===== src/pkg/sbiop_pkg.sv =====
// constants for the six-bit io port pair
package sbiop_pkg;
    // ========================================
    // register file addresses
    localparam logic [4:0] ADDR_STATUS = 5'h03;
    localparam logic [4:0] ADDR_PORT1 = 5'h06;
    localparam logic [4:0] ADDR_PORT2 = 5'h07;
    // direction-load selector values (port number encoded in the instruction)
    localparam logic [2:0] DIR_SEL_PORT1 = 3'h6;
    localparam logic [2:0] DIR_SEL_PORT2 = 3'h7;
    // ========================================
    // widths and reset values
    localparam int PORT_W = 6;
    localparam logic [5:0] DIR_RESET = 6'h3F;
    localparam logic [7:0] OPT_RESET = 8'hFF;
    localparam logic [1:0] UPPER_ZERO = 2'h0;
    // ========================================
    // option field positions
    localparam int OPT_WAKE_DIS_BIT = 7;
    localparam int OPT_PULL_DIS_BIT = 6;
    localparam int OPT_TMR_SRC_BIT = 5;
    // status wake flag position
    localparam int STAT_WAKE_BIT = 7;
    // ========================================
    // pin roles on the first port
    localparam int PIN_IN_ONLY = 3;
    localparam int PIN_TMR_CLK = 2;
    // pins with shared pull-up and wake: 0,1,3 (+4 on large variant)
    localparam logic [5:0] WAKE_MASK_SMALL = 6'h0B;
    localparam logic [5:0] WAKE_MASK_LARGE = 6'h1B;
    localparam logic [5:0] BIT_ONE = 6'h01;
endpackage : sbiop_pkg


===== src/rtl/sbiop_port_pair.sv =====
// io port pair: latches, direction, pin reads, pull-up and wake control
//
// Function
// - port read returns live pin levels
// - any reset makes all pins inputs
// - first port upper two bits read zero
// - second port upper two bits read zero
// - pin 3 never driven, input only
// - alternate-function pins read as zero
// - pull-up and wake shared, not per-pin
// - reset-pin mode: pull-up on, no wake
// - direction-load copies working register
// - direction one floats, zero drives latch
// - timer option may override clock pin direction
// - timer source one forces clock pin input
// - direction registers are write-only
// - latches hold; inputs sampled, not latched
// - wake flag set only by wake reset
// - data latches survive non-power-on resets
// - bit set/clear rewrites all latches from pins
// - wake and pull-up option bits active low
// - write at cycle end, read at start
`timescale 1ns/1ns
module sbiop_port_pair #(
    parameter bit LARGE_VARIANT = 1'b1
) (
    input wire logic clk_in,
    input wire logic rst_b_in,
    input wire logic por_in,
    input wire logic wake_reset_in,
    input wire logic [4:0] addr_in,
    input wire logic rd_en_in,
    input wire logic wr_en_in,
    input wire logic [7:0] wr_data_in,
    input wire logic bit_op_in,
    input wire logic bit_set_in,
    input wire logic [2:0] bit_idx_in,
    input wire logic dir_load_in,
    input wire logic [2:0] dir_sel_in,
    input wire logic opt_load_in,
    input wire logic [7:0] w_reg_in,
    input wire logic [5:0] alt_func_in,
    input wire logic ext_reset_pin_en_in,
    input wire logic sleep_in,
    input wire logic [5:0] port1_pin_in,
    input wire logic [5:0] port2_pin_in,
    output logic [7:0] rd_data_out,
    output logic [5:0] port1_out,
    output logic [5:0] port1_oe_out,
    output logic [5:0] port2_out,
    output logic [5:0] port2_oe_out,
    output logic [5:0] port1_pullup_out,
    output logic wake_out,
    output logic wake_flag_out,
    output logic [7:0] option_out
);
    localparam int W = sbiop_pkg::PORT_W;
    localparam logic [5:0] WMASK = LARGE_VARIANT ?
        sbiop_pkg::WAKE_MASK_LARGE : sbiop_pkg::WAKE_MASK_SMALL;

    // ========================================
    // state
    logic [W-1:0] lat1_q, lat1_d;   // first port output latches
    logic [W-1:0] lat2_q, lat2_d;   // second port output latches
    logic [W-1:0] dir1_q, dir1_d;   // first port direction
    logic [W-1:0] dir2_q, dir2_d;   // second port direction
    logic [7:0] opt_q, opt_d;       // timer and pin options
    logic wflag_q, wflag_d;         // status wake flag
    logic [7:0] rd_q, rd_d;         // read data register
    logic [W-1:0] rd1;              // masked first port pin view
    logic [W-1:0] rd2;              // unmasked second port pin view
    logic [W-1:0] bitmask;          // one-hot bit for set/clear
    logic [W-1:0] chg;              // per-pin change hits
    logic [W-1:0] wake_pins;        // pins that take part in wake
    logic wake_dis;
    logic pull_dis;

    // ========================================
    // pin views for reads
    // pins read live, never from latches
    // inputs sampled at the read, not latched
    always_comb begin
        rd1 = port1_pin_in & ~alt_func_in;
        rd2 = port2_pin_in;
        bitmask = sbiop_pkg::BIT_ONE << bit_idx_in;
    end

    // ========================================
    // latch and direction next-state
    // writes land on the edge ending the cycle
    always_comb begin
        lat1_d = lat1_q;
        lat2_d = lat2_q;
        dir1_d = dir1_q;
        dir2_d = dir2_q;
        opt_d = opt_q;
        if (wr_en_in && !bit_op_in) begin
            // plain write of a whole port
            if (addr_in == sbiop_pkg::ADDR_PORT1) begin
                lat1_d = wr_data_in[W-1:0];
            end else if (addr_in == sbiop_pkg::ADDR_PORT2 && LARGE_VARIANT) begin
                lat2_d = wr_data_in[W-1:0];
            end
        end else if (wr_en_in && bit_op_in) begin
            // read pins, change one bit, rewrite all latches
            if (addr_in == sbiop_pkg::ADDR_PORT1) begin
                lat1_d = bit_set_in ? (port1_pin_in | bitmask)
                                    : (port1_pin_in & ~bitmask);
            end else if (addr_in == sbiop_pkg::ADDR_PORT2 && LARGE_VARIANT) begin
                lat2_d = bit_set_in ? (port2_pin_in | bitmask)
                                    : (port2_pin_in & ~bitmask);
            end
        end
        if (dir_load_in) begin
            if (dir_sel_in == sbiop_pkg::DIR_SEL_PORT1) begin
                dir1_d = w_reg_in[W-1:0];
            end else if (dir_sel_in == sbiop_pkg::DIR_SEL_PORT2
                         && LARGE_VARIANT) begin
                dir2_d = w_reg_in[W-1:0];
            end
        end
        if (opt_load_in) begin
            opt_d = w_reg_in;
        end
    end

    // latches survive warm resets, so only a power-on clears them
    // data latches unchanged by any reset except power-on
    always_ff @(posedge clk_in) begin
        if (por_in) begin
            lat1_q <= '0;
            lat2_q <= '0;
        end else begin
            lat1_q <= lat1_d;
            lat2_q <= lat2_d;
        end
    end

    // direction and option registers reset on every reset
    // direction bits all one on reset
    always_ff @(posedge clk_in or negedge rst_b_in) begin
        if (!rst_b_in) begin
            dir1_q <= sbiop_pkg::DIR_RESET;
            dir2_q <= sbiop_pkg::DIR_RESET;
            opt_q <= sbiop_pkg::OPT_RESET;
        end else begin
            dir1_q <= dir1_d;
            dir2_q <= dir2_d;
            opt_q <= opt_d;
        end
    end

    // ========================================
    // wake flag, caught after reset release from the reset cause
    // set by wake reset, cleared by others
    always_comb begin
        wflag_d = wflag_q;
        if (por_in) begin
            wflag_d = 1'b0;
        end else if (wake_reset_in) begin
            wflag_d = 1'b1;
        end
    end

    always_ff @(posedge clk_in or negedge rst_b_in) begin
        if (!rst_b_in) begin
            wflag_q <= 1'b0;
        end else begin
            wflag_q <= wflag_d;
        end
    end

    // ========================================
    // read data mux; direction registers have no read path
    // direction never appears on the read bus
    always_comb begin
        rd_d = rd_q;
        if (rd_en_in) begin
            unique case (addr_in)
                sbiop_pkg::ADDR_PORT1:
                    rd_d = {sbiop_pkg::UPPER_ZERO, rd1};
                sbiop_pkg::ADDR_PORT2:
                    rd_d = LARGE_VARIANT ?
                        {sbiop_pkg::UPPER_ZERO, rd2} : 8'h00;
                sbiop_pkg::ADDR_STATUS:
                    rd_d = {wflag_q, 7'h00};
                default:
                    rd_d = 8'h00;
            endcase
        end
    end

    always_ff @(posedge clk_in or negedge rst_b_in) begin
        if (!rst_b_in) begin
            rd_q <= 8'h00;
        end else begin
            rd_q <= rd_d;
        end
    end

    // ========================================
    // output drivers
    // zero drives latch, one floats
    // pin 3 output enable forced low
    always_comb begin
        port1_oe_out = ~dir1_q;
        port1_oe_out[sbiop_pkg::PIN_IN_ONLY] = 1'b0;
        if (opt_q[sbiop_pkg::OPT_TMR_SRC_BIT]) begin
            port1_oe_out[sbiop_pkg::PIN_TMR_CLK] = 1'b0;
        end
        port2_oe_out = LARGE_VARIANT ? ~dir2_q : '0;
    end
    assign port1_out = lat1_q;
    assign port2_out = lat2_q;

    // ========================================
    // shared pull-up and wake enables
    // option bits active low
    assign wake_dis = opt_q[sbiop_pkg::OPT_WAKE_DIS_BIT];
    assign pull_dis = opt_q[sbiop_pkg::OPT_PULL_DIS_BIT];

    // one enable covers the whole group
    // reset-pin mode: pull-up held on, wake off
    always_comb begin
        port1_pullup_out = pull_dis ? '0 : WMASK;
        wake_pins = wake_dis ? '0 : WMASK;
        if (ext_reset_pin_en_in) begin
            port1_pullup_out[sbiop_pkg::PIN_IN_ONLY] = 1'b1;
            wake_pins[sbiop_pkg::PIN_IN_ONLY] = 1'b0;
        end
    end

    // one change detector per pin, armed while asleep
    genvar gi;
    generate
        for (gi = 0; gi < W; gi++) begin : g_wake
            sbiop_wake_det u_det (
                .clk_in(clk_in),
                .rst_b_in(rst_b_in),
                .pin_in(port1_pin_in[gi]),
                .enable_in(wake_pins[gi]),
                .arm_in(sleep_in),
                .change_out(chg[gi])
            );
        end
    endgenerate

    assign wake_out = |chg;
    assign wake_flag_out = wflag_q;
    assign rd_data_out = rd_q;
    assign option_out = opt_q;

    // ========================================
    // checks
    // latches hold unless written or cleared at power-on
    chk_latch_hold: assert property (@(posedge clk_in)
        disable iff (!rst_b_in) !wr_en_in && !por_in
        |=> $stable(port1_out) && $stable(port2_out))
        else $error("output latch changed without a write");
    chk_pin3_never_driven: assert property (@(posedge clk_in)
        disable iff (!rst_b_in) !port1_oe_out[sbiop_pkg::PIN_IN_ONLY])
        else $error("input-only pin enabled");
    chk_port1_read_zero: assert property (@(posedge clk_in)
        disable iff (!rst_b_in) rd_en_in && addr_in == sbiop_pkg::ADDR_PORT1
        |=> rd_data_out[7:6] == 2'h0)
        else $error("upper bits not zero");
    chk_port1_read_pins: assert property (@(posedge clk_in)
        disable iff (!rst_b_in) rd_en_in && addr_in == sbiop_pkg::ADDR_PORT1
        |=> rd_data_out[5:0] == $past(port1_pin_in & ~alt_func_in))
        else $error("read does not follow pins");
    chk_port2_read_zero: assert property (@(posedge clk_in)
        disable iff (!rst_b_in) rd_en_in && addr_in == sbiop_pkg::ADDR_PORT2
        |=> rd_data_out[7:6] == 2'h0)
        else $error("port2 upper bits not zero");
    chk_dir_load_oe: assert property (@(posedge clk_in)
        disable iff (!rst_b_in)
        dir_load_in && dir_sel_in == sbiop_pkg::DIR_SEL_PORT1
        ##1 !dir_load_in |-> port1_oe_out[0] == !$past(w_reg_in[0]))
        else $error("direction load not applied");
    chk_tmr_override: assert property (@(posedge clk_in)
        disable iff (!rst_b_in) option_out[sbiop_pkg::OPT_TMR_SRC_BIT]
        |-> !port1_oe_out[sbiop_pkg::PIN_TMR_CLK])
        else $error("timer clock pin driven");
    chk_bit_rmw: assert property (@(posedge clk_in)
        disable iff (!rst_b_in) wr_en_in && bit_op_in && bit_set_in
        && addr_in == sbiop_pkg::ADDR_PORT1 |=> port1_out ==
        ($past(port1_pin_in) | $past(bitmask)))
        else $error("read-modify-write wrong");
    chk_pull_extreset: assert property (@(posedge clk_in)
        disable iff (!rst_b_in) ext_reset_pin_en_in
        |-> port1_pullup_out[sbiop_pkg::PIN_IN_ONLY]
        && !wake_pins[sbiop_pkg::PIN_IN_ONLY])
        else $error("reset pin pull-up or wake wrong");
    chk_wake_flag_set: assert property (@(posedge clk_in)
        disable iff (!rst_b_in) rst_b_in && wake_reset_in && !por_in
        |=> wake_flag_out)
        else $error("wake flag not set");
    cov_rmw: cover property (@(posedge clk_in) wr_en_in && bit_op_in);
    cov_dir: cover property (@(posedge clk_in) dir_load_in);
    cov_wake: cover property (@(posedge clk_in) wake_out);
endmodule : sbiop_port_pair


===== src/rtl/sbiop_wake_det.sv =====
// per-pin change detector used for wake-on-change
`timescale 1ns/1ns
module sbiop_wake_det (
    input wire logic clk_in,
    input wire logic rst_b_in,
    input wire logic pin_in,
    input wire logic enable_in,
    input wire logic arm_in,
    output logic change_out
);
    // ========================================
    // reference level captured while armed
    logic ref_q;
    logic ref_d;
    logic armed_q;
    logic armed_d;

    // take a snapshot on arm, keep it until disarmed
    always_comb begin
        ref_d = ref_q;
        armed_d = arm_in & enable_in;
        if (arm_in && !armed_q) begin
            ref_d = pin_in;
        end
    end

    // register the snapshot state
    always_ff @(posedge clk_in or negedge rst_b_in) begin
        if (!rst_b_in) begin
            ref_q <= 1'b0;
            armed_q <= 1'b0;
        end else begin
            ref_q <= ref_d;
            armed_q <= armed_d;
        end
    end

    // a mismatch only counts after the snapshot has settled
    assign change_out = armed_q & enable_in & (pin_in != ref_q);
endmodule : sbiop_wake_det


===== config.mk =====
export PLATFORM = sky130hd
export DESIGN_NAME = sbiop_port_pair
export DESIGN_NICKNAME = d
export VERILOG_FILES = /design/src/pkg/sbiop_pkg.sv /design/src/rtl/sbiop_port_pair.sv /design/src/rtl/sbiop_wake_det.sv
export SDC_FILE = /design/constraint.sdc
export NUM_CORES = 1
export LEC_CHECK = 0
export BUFFER_PORTS_ARGS = -buffer_cell sky130_fd_sc_hd__buf_4
export CORE_MARGIN = 2
export CORE_UTILIZATION = 50
export CTS_CLUSTER_SIZE = 8
export DETAILED_ROUTE_END_ITERATION = 7
export GPL_TIMING_DRIVEN = 0
export HOLD_SLACK_MARGIN = 0.15
export PLACE_DENSITY = 0.78
export SYNTH_ARGS = -nofsm -noshare
export SYNTH_HDL_FRONTEND = slang
export SYNTH_HIERARCHICAL = 1
export SYNTH_SLANG_ARGS = --single-unit

===== constraint.sdc =====
create_clock -name clk_in -period 2.3 [get_ports clk_in]
set_input_delay 0.23 -clock clk_in [delete_from_list [all_inputs] [get_ports clk_in]]
set_output_delay 0.23 -clock clk_in [all_outputs]
set_load 0.01 [all_outputs]

==> results.py, run 1 <==
metrics = {
    "yosys": {
        "ys.flop_type": "dfrtp_1",
        "synth_seq_cells": 51,
        "synth_area_leaders": "dfrtp_1, dfstp_2, dfxtp_1",
        "synth_edf_count": 0,
        "synth_cell_types": 48,
        "yosys.area.top_type": "dfrtp_1",
        "async_flop_share": 0.765,
        "synth.top_cell.area_share": 0.184,
        "synth_area_um2": 2720,
        "synthCells": 240,
        "syn_area_per_cell_um2": 11.3,
        "ys_seq_area_frac": 0.456,
        "synth_warnings": 6,
    },
    "cts": {
        "max-clock-path-buffers": 2,
        "cts_tree": "built",
        "insertion_delay_ps": 300,
        "h-tree-depth": 2,
        "clock-root-buffer": "clkbuf_8",
        "clkSinkCount": 51,
        "cts_buffers": 5,
        "post-cts-setup-buffers": 0,
        "clkTransAtPathRegs_ps": 100,
    },
    "placement": {
        "routabilityCongestion": 0.839,
        "dp_hpwl_mm": 4.91,
        "port_buffers": 97,
        "place_area_um2": 3560,
    },
    "setup_path": {
        "crit_family": "simple AND/OR/NAND/NOR gates",
        "crit_path_cell_trace": "nor2_1, and3_2, nor4_1, nand2_1, buf_4",
        "cp_data_required_time_ps": 2070,
        "end_kind": "output port",
        "cp.arrival_ps": 1610,
        "start_kind": "flip-flop",
        "cp_slowest_cell": "dfstp_2",
        "worstSetupStartpoint": "option_out[7]",
        "cpPeakStageDelay_ps": 550,
        "crit_type": "reg -> out",
        "rr_startpoint": "g_wake[4].u_det/armed_q",
        "path_max_fanout": 3,
        "path_buf_inv": 1,
    },
    "routing": {
        "drc": 0,
        "firstDrtPassIters": 4,
        "via_per_inst": 5.12,
        "vias": 2188,
        "wirelength_mm": 6.36,
        "drtIter0Drc": 89,
        "ant_nets": 0,
        "wl_per_cell_um": 14.9,
    },
    "sta": {
        "rsz0062_at_grt": "no",
        "hold_viol": 0,
        "fin_crit_sh": 0.802,
        "slew_violations": 0,
        "tns_ps": 0,
        "setup_viol": 0,
        "period_minus_slack_ps": 1840,
        "skew_ps": 7.82,
        "fmax_mhz": 542,
    },
    "hold_path": {
        "hold_start": "w_reg_in[5]",
        "hold_class": "in -> reg",
    },
    "finish": {
        "final_common_cell": "buf_4",
        "final_area_um2": 3720,
        "drive_gt1_frac": 0.527,
        "mostFrequentLayoutCells": "buf_4, dfrtp_1, dfstp_2, mux2_2",
        "area_growth_pct": 36.8,
        "nets": 413,
        "diodes": 0,
    },
    "power": {
        "swShare": 0.267,
        "pwr-share-clk": 0.270,
        "p_switching_mw": 0.583,
        "peakVddDrop_v": 0.000547,
        "seq_power_share": 0.490,
        "p_int_mw": 1.60,
        "p_leak_nw": 1.73,
        "combPwrFrac": 0.240,
        "powerDensity_nw_per_um2": 586,
    },
    "global_route": {
        "antenna_found_initial": 0,
        "grt_first_pass_wirelength_mm": 10.8,
        "grt_max_degree": 40,
        "grt_pass1_vias": 2318,
        "grt_remaining_overflow": 0,
        "grtUsageTotal": 0.225,
    },
    "status": {
        "outcome": "finished clean",
    },
    "job": {
        "max_cap_viol_count": 0,
    },
    "floorplan": {
        "dieArea_um2": 6050,
        "die_h_um": 77.8,
        "core_um2": 5170,
        "start_util": 0.526,
        "ios": 105,
        "placementRows": 26,
        "die_w_um": 77.8,
    },
}
[power groups by stage]
stage | combinational, mW | sequential, mW | clock, mW
2_1_floorplan | 0.256 | 1.08 | 0
3_3_place_gp | 0.507 | 1.08 | 0
3_5_place_dp | 0.519 | 1.08 | 0
4_1_cts | 0.528 | 1.07 | 0.607
5_1_grt | 0.571 | 1.08 | 0.638
6_report | 0.524 | 1.07 | 0.588
[state kept, by name (all words and copies together) (netlist names)]
| name | count |
|---|---|
| option_out | 8 |
| dir2_q | 6 |
| dir1_q | 5 |
| g_wake.u_det/armed_q | 6 |
| port2_out | 6 |
| g_wake.u_det/ref_q | 6 |
| wake_flag_out | 1 |
| port1_out | 6 |
| rd_data_out | 7 |
[per-layer routing]
metal,part of all wire,vias to the layer above,GRT usage
met5,0,-,0
met4,0.013,0,0.0643
met3,0.059,9,0.0512
met2,0.52,71,0.411
met1,0.41,1037,0.261
li1,-,1071,-
[metrics by stage]
step                      total power [mW]   util  cells  setup slack [ps]  hold WS, ps
after floorplan                       1.34      -    247               943        -65.6
after global placement                1.59  0.689    414               789          227
after detailed placement              1.60  0.689    414               779          224
after CTS                             2.20  0.720    427               414          154
after global routing                  2.29  0.720    427               390          165
final                                 2.18  0.720    427               456          164
[cells by family (layout without fill, tap and decap cells)]
group / count (synthesis) / count (layout) / synth area share
buffers and inverters: 31 / 141 / 0.0570
and+or+nand+nor: 71 / 71 / 0.201
other: 1 / 8 / 0.00138
AOI/OAI and AO/OA: 57 / 57 / 0.162
muxes: 23 / 23 / 0.103
DFF: 51 / 51 / 0.456
xor gates and xnor gates: 6 / 6 / 0.0193
[worst paths after layout]
| kind | endpoint | slack (ps) | depth (start not counted) |
|---|---|---|---|
| worst max register to register | g_wake[4].u_det/ref_q | 1340 | 2 |
| worst max-delay path | wake_out | 460 | 5 |
| max in group asynchronous | option_out[6] | 1520 | 2 |
| min in group asynchronous | rd_data_out[0] | 410 | 2 |
| worst min-delay path | dir2_q[5] | 160 | 2 |
| worst min register to register | rd_data_out[1] | 500 | 1 |
[repair_timing]
item	4_1_cts	5_1_grt
gates resized for setup	0	0
hold endpoints to repair	24	0
hold buffers	5	0
[synth_stat cells, drive strengths merged, types with 2 or more instances]
cell type,n
and4bb,2
nand3b,2
and2b,2
o2bb2ai,6
or2,3
dfxtp,12
a211oi,8
or3b,3
o31ai,12
inv,14
clkbuf,6
xor2,6
mux2,23
and3,6
a221oi,4
nand4,2
and2,6
o21bai,6
nor2,9
nand2,4
buf,11
nor3b,3
nand2b,3
o21ai,15
nor2b,19
a22oi,3
dfstp,19
dfrtp,20
and4b,2
a21oi,3
[area by class of cell]
| class | count | area (um2) |
|---|---|---|
| Fill cell | 409 | 1450 |
| Multi-Input combinational cell | 165 | 1350 |
| Sequential cell | 51 | 1240 |
| Timing Repair Buffer | 102 | 778 |
| Buffer | 17 | 103 |
| Clock buffer | 6 | 93.8 |
| Tap cell | 70 | 87.6 |
| Inverter | 14 | 52.6 |
| Clock inverter | 2 | 16.3 |
Note: power is estimated with default switching activity, not from simulation.
==> run 2, diff against run 1 <==
Settings changed: CORE_UTILIZATION 50 to 44, PLACE_DENSITY 0.78 to 0.72.
Clock period 2.3 ns to 1.65 ns, I/O delays scaled along.
==> results.py, run 2 (same netlist as run 1, synthesis figures left out) <==
metrics = {
    "cts": {
        "cts_tree": "built",
        "clock-root-buffer": "clkbuf_8",
        "clkTransAtPathRegs_ps": 90,
        "max-clock-path-buffers": 2,
        "clkSinkCount": 51,
        "cts_buffers": 5,
        "h-tree-depth": 2,
        "insertion_delay_ps": 300,
    },
    "hold_path": {
        "hold_path_depth": 3,
        "hold_start": "port2_pin_in[5]",
        "hold_class": "in -> reg",
        "hold-path-endpoint": "rd_data_out[5]",
    },
    "routing": {
        "vias": 2243,
        "drc": 0,
        "wirelength_mm": 6.74,
        "firstDrtPassIters": 4,
        "wl_per_cell_um": 15.1,
        "ant_nets": 0,
        "drtIter0Drc": 60,
        "via_per_inst": 5.02,
    },
    "global_route": {
        "antenna_found_initial": 0,
        "grt_first_pass_wirelength_mm": 10.7,
        "grt-busiest-layer": "met2",
        "grt_max_degree": 40,
        "grt_remaining_overflow": 0,
        "grt_pass1_vias": 2273,
        "use_met3": 0.0576,
        "grtUsageTotal": 0.209,
        "gr-usage-met2": 0.375,
        "grtUsageMet1": 0.247,
    },
    "sta": {
        "tns_ps": -63.1,
        "rsz0062_at_grt": "yes",
        "hold_viol": 0,
        "period_minus_slack_ps": 1710,
        "setup_slack_ps": -63.1,
        "slew_violations": 0,
        "setup_viol": 1,
        "fin_crit_sh": 1.04,
        "fmax_mhz": 584,
        "skew_ps": 2.57,
    },
    "finish": {
        "final_common_cell": "buf_4",
        "area_growth_pct": 43.4,
        "largest_reg_flops": 8,
        "multiInputGateArea_um2": 1380,
        "final-seq-area_um2": 1240,
        "drive_gt1_frac": 0.522,
        "mostFrequentLayoutCells": "buf_4, dfrtp_1, dfstp_2, mux2_2, dlygate4sd3_1",
        "nets": 428,
        "finalNonFillerCells": 447,
        "final_area_um2": 3900,
        "diodes": 0,
        "num-fill-cells": 517,
    },
    "floorplan": {
        "dieArea_um2": 6830,
        "die_w_um": 82.6,
        "ios": 105,
        "start_util": 0.457,
        "die_h_um": 82.6,
        "placementRows": 28,
        "core_um2": 5960,
    },
    "placement": {
        "pre_cts_ws_ps": 183,
        "dp_hpwl_mm": 5.00,
        "port_buffers": 97,
        "place_area_um2": 3570,
        "routabilityCongestion": 0.847,
        "post-place-cells": 419,
    },
    "setup_path": {
        "end_kind": "output port",
        "rr_startpoint": "option_out[7]",
        "crit_type": "reg -> out",
        "regToRegSetupSlack_ps": 550,
        "cp_slowest_cell": "dfstp_2",
        "cpPeakStageDelay_ps": 570,
        "path_buf_inv": 2,
        "crit_path_cell_trace": "inv_4, and3_4, nor4_4, nand2_1, buf_6",
        "path_max_fanout": 2,
        "start_kind": "flip-flop",
        "rr_worst_depth": 4,
        "cp.arrival_ps": 1550,
        "cp_data_required_time_ps": 1480,
        "reg2reg_to": "g_wake[0].u_det/armed_q",
        "crit_family": "flip-flops",
    },
    "power": {
        "peakVddDrop_v": 0.000526,
        "powerDensity_nw_per_um2": 786,
        "p_leak_nw": 1.79,
    },
    "status": {
        "violations": "setup timing",
        "outcome": "finished, violations left",
    },
    "job": {
        "max_cap_viol_count": 0,
    },
}
-- run 2: changes by cell type in the layout (fill, tap and decap cells not counted), moves of 2 or more --
cell / before / now
and3_4: 0 / 2
and3_2: 6 / 4
dlygate4sd3_1: 5 / 17
buf_6: 1 / 3
clkbuf_8: 5 / 7
-- run 2: cell type report --
cell class | instances | share of cell area
Sequential cell | 51 | 0.318
Clock inverter | 1 | 0.00192
Multi-Input combinational cell | 165 | 0.353
Inverter | 14 | 0.0141
Buffer | 17 | 0.0263
Tap cell | 75 | 0.0241
Clock buffer | 7 | 0.0247
Timing Repair Buffer | 117 | 0.238
-- run 2: how the worst max path moves through the flow --
stage,startpoint,end,depth (start not counted)
2_1_floorplan,option_out[7],wake_out,4
3_3_place_gp,option_out[7],wake_out,5
3_5_place_dp,option_out[7],wake_out,5
4_1_cts,option_out[7],wake_out,6
5_1_grt,option_out[7],wake_out,5
6_report,option_out[7],wake_out,5
-- run 2: worst register-to-register path: stages, from the launching register on --
cell and delay, ps:
dfstp_2 570, inv_4 40, buf_4 130, buf_4 130
and2_1 130
-- run 2: what timing repair did --
| item | CTS | global route |
|---|---|---|
| endpoints found under the hold margin | 47 | 0 |
| setup buffers | 3 | 0 |
| hold buffers | 17 | 0 |
| pin swaps | 3 | 1 |
| endpoints found under the setup margin | 1 | 1 |
| gates resized for setup | 7 | 2 |
-- run 2: per-layer routing --
layer / vias up / wire, um
li1: 1103 / -
met1: 1058 / 2830
met2: 76 / 3350
met3: 6 / 487
met4: 0 / 71
met5: - / 0
-- run 2: per-stage QoR --
| step | utilization | power [mW] | hold WS [ps] |
|---|---|---|---|
| after global placement | 0.599 | 2.21 | 169 |
| after detailed placement | 0.599 | 2.23 | 164 |
| after global routing | 0.655 | 3.23 | 152 |
| after CTS | 0.654 | 3.09 | 152 |
| final | 0.655 | 3.07 | 153 |
| after floorplan | - | 1.86 | -131 |
-- run 2: where the power goes --
part	total [mW]	internal, mW	switching, mW
sequential	1.49	1.42	0.0718
clock	0.796	0.382	0.414
combinational	0.780	0.451	0.329
total	3.07	2.25	0.815
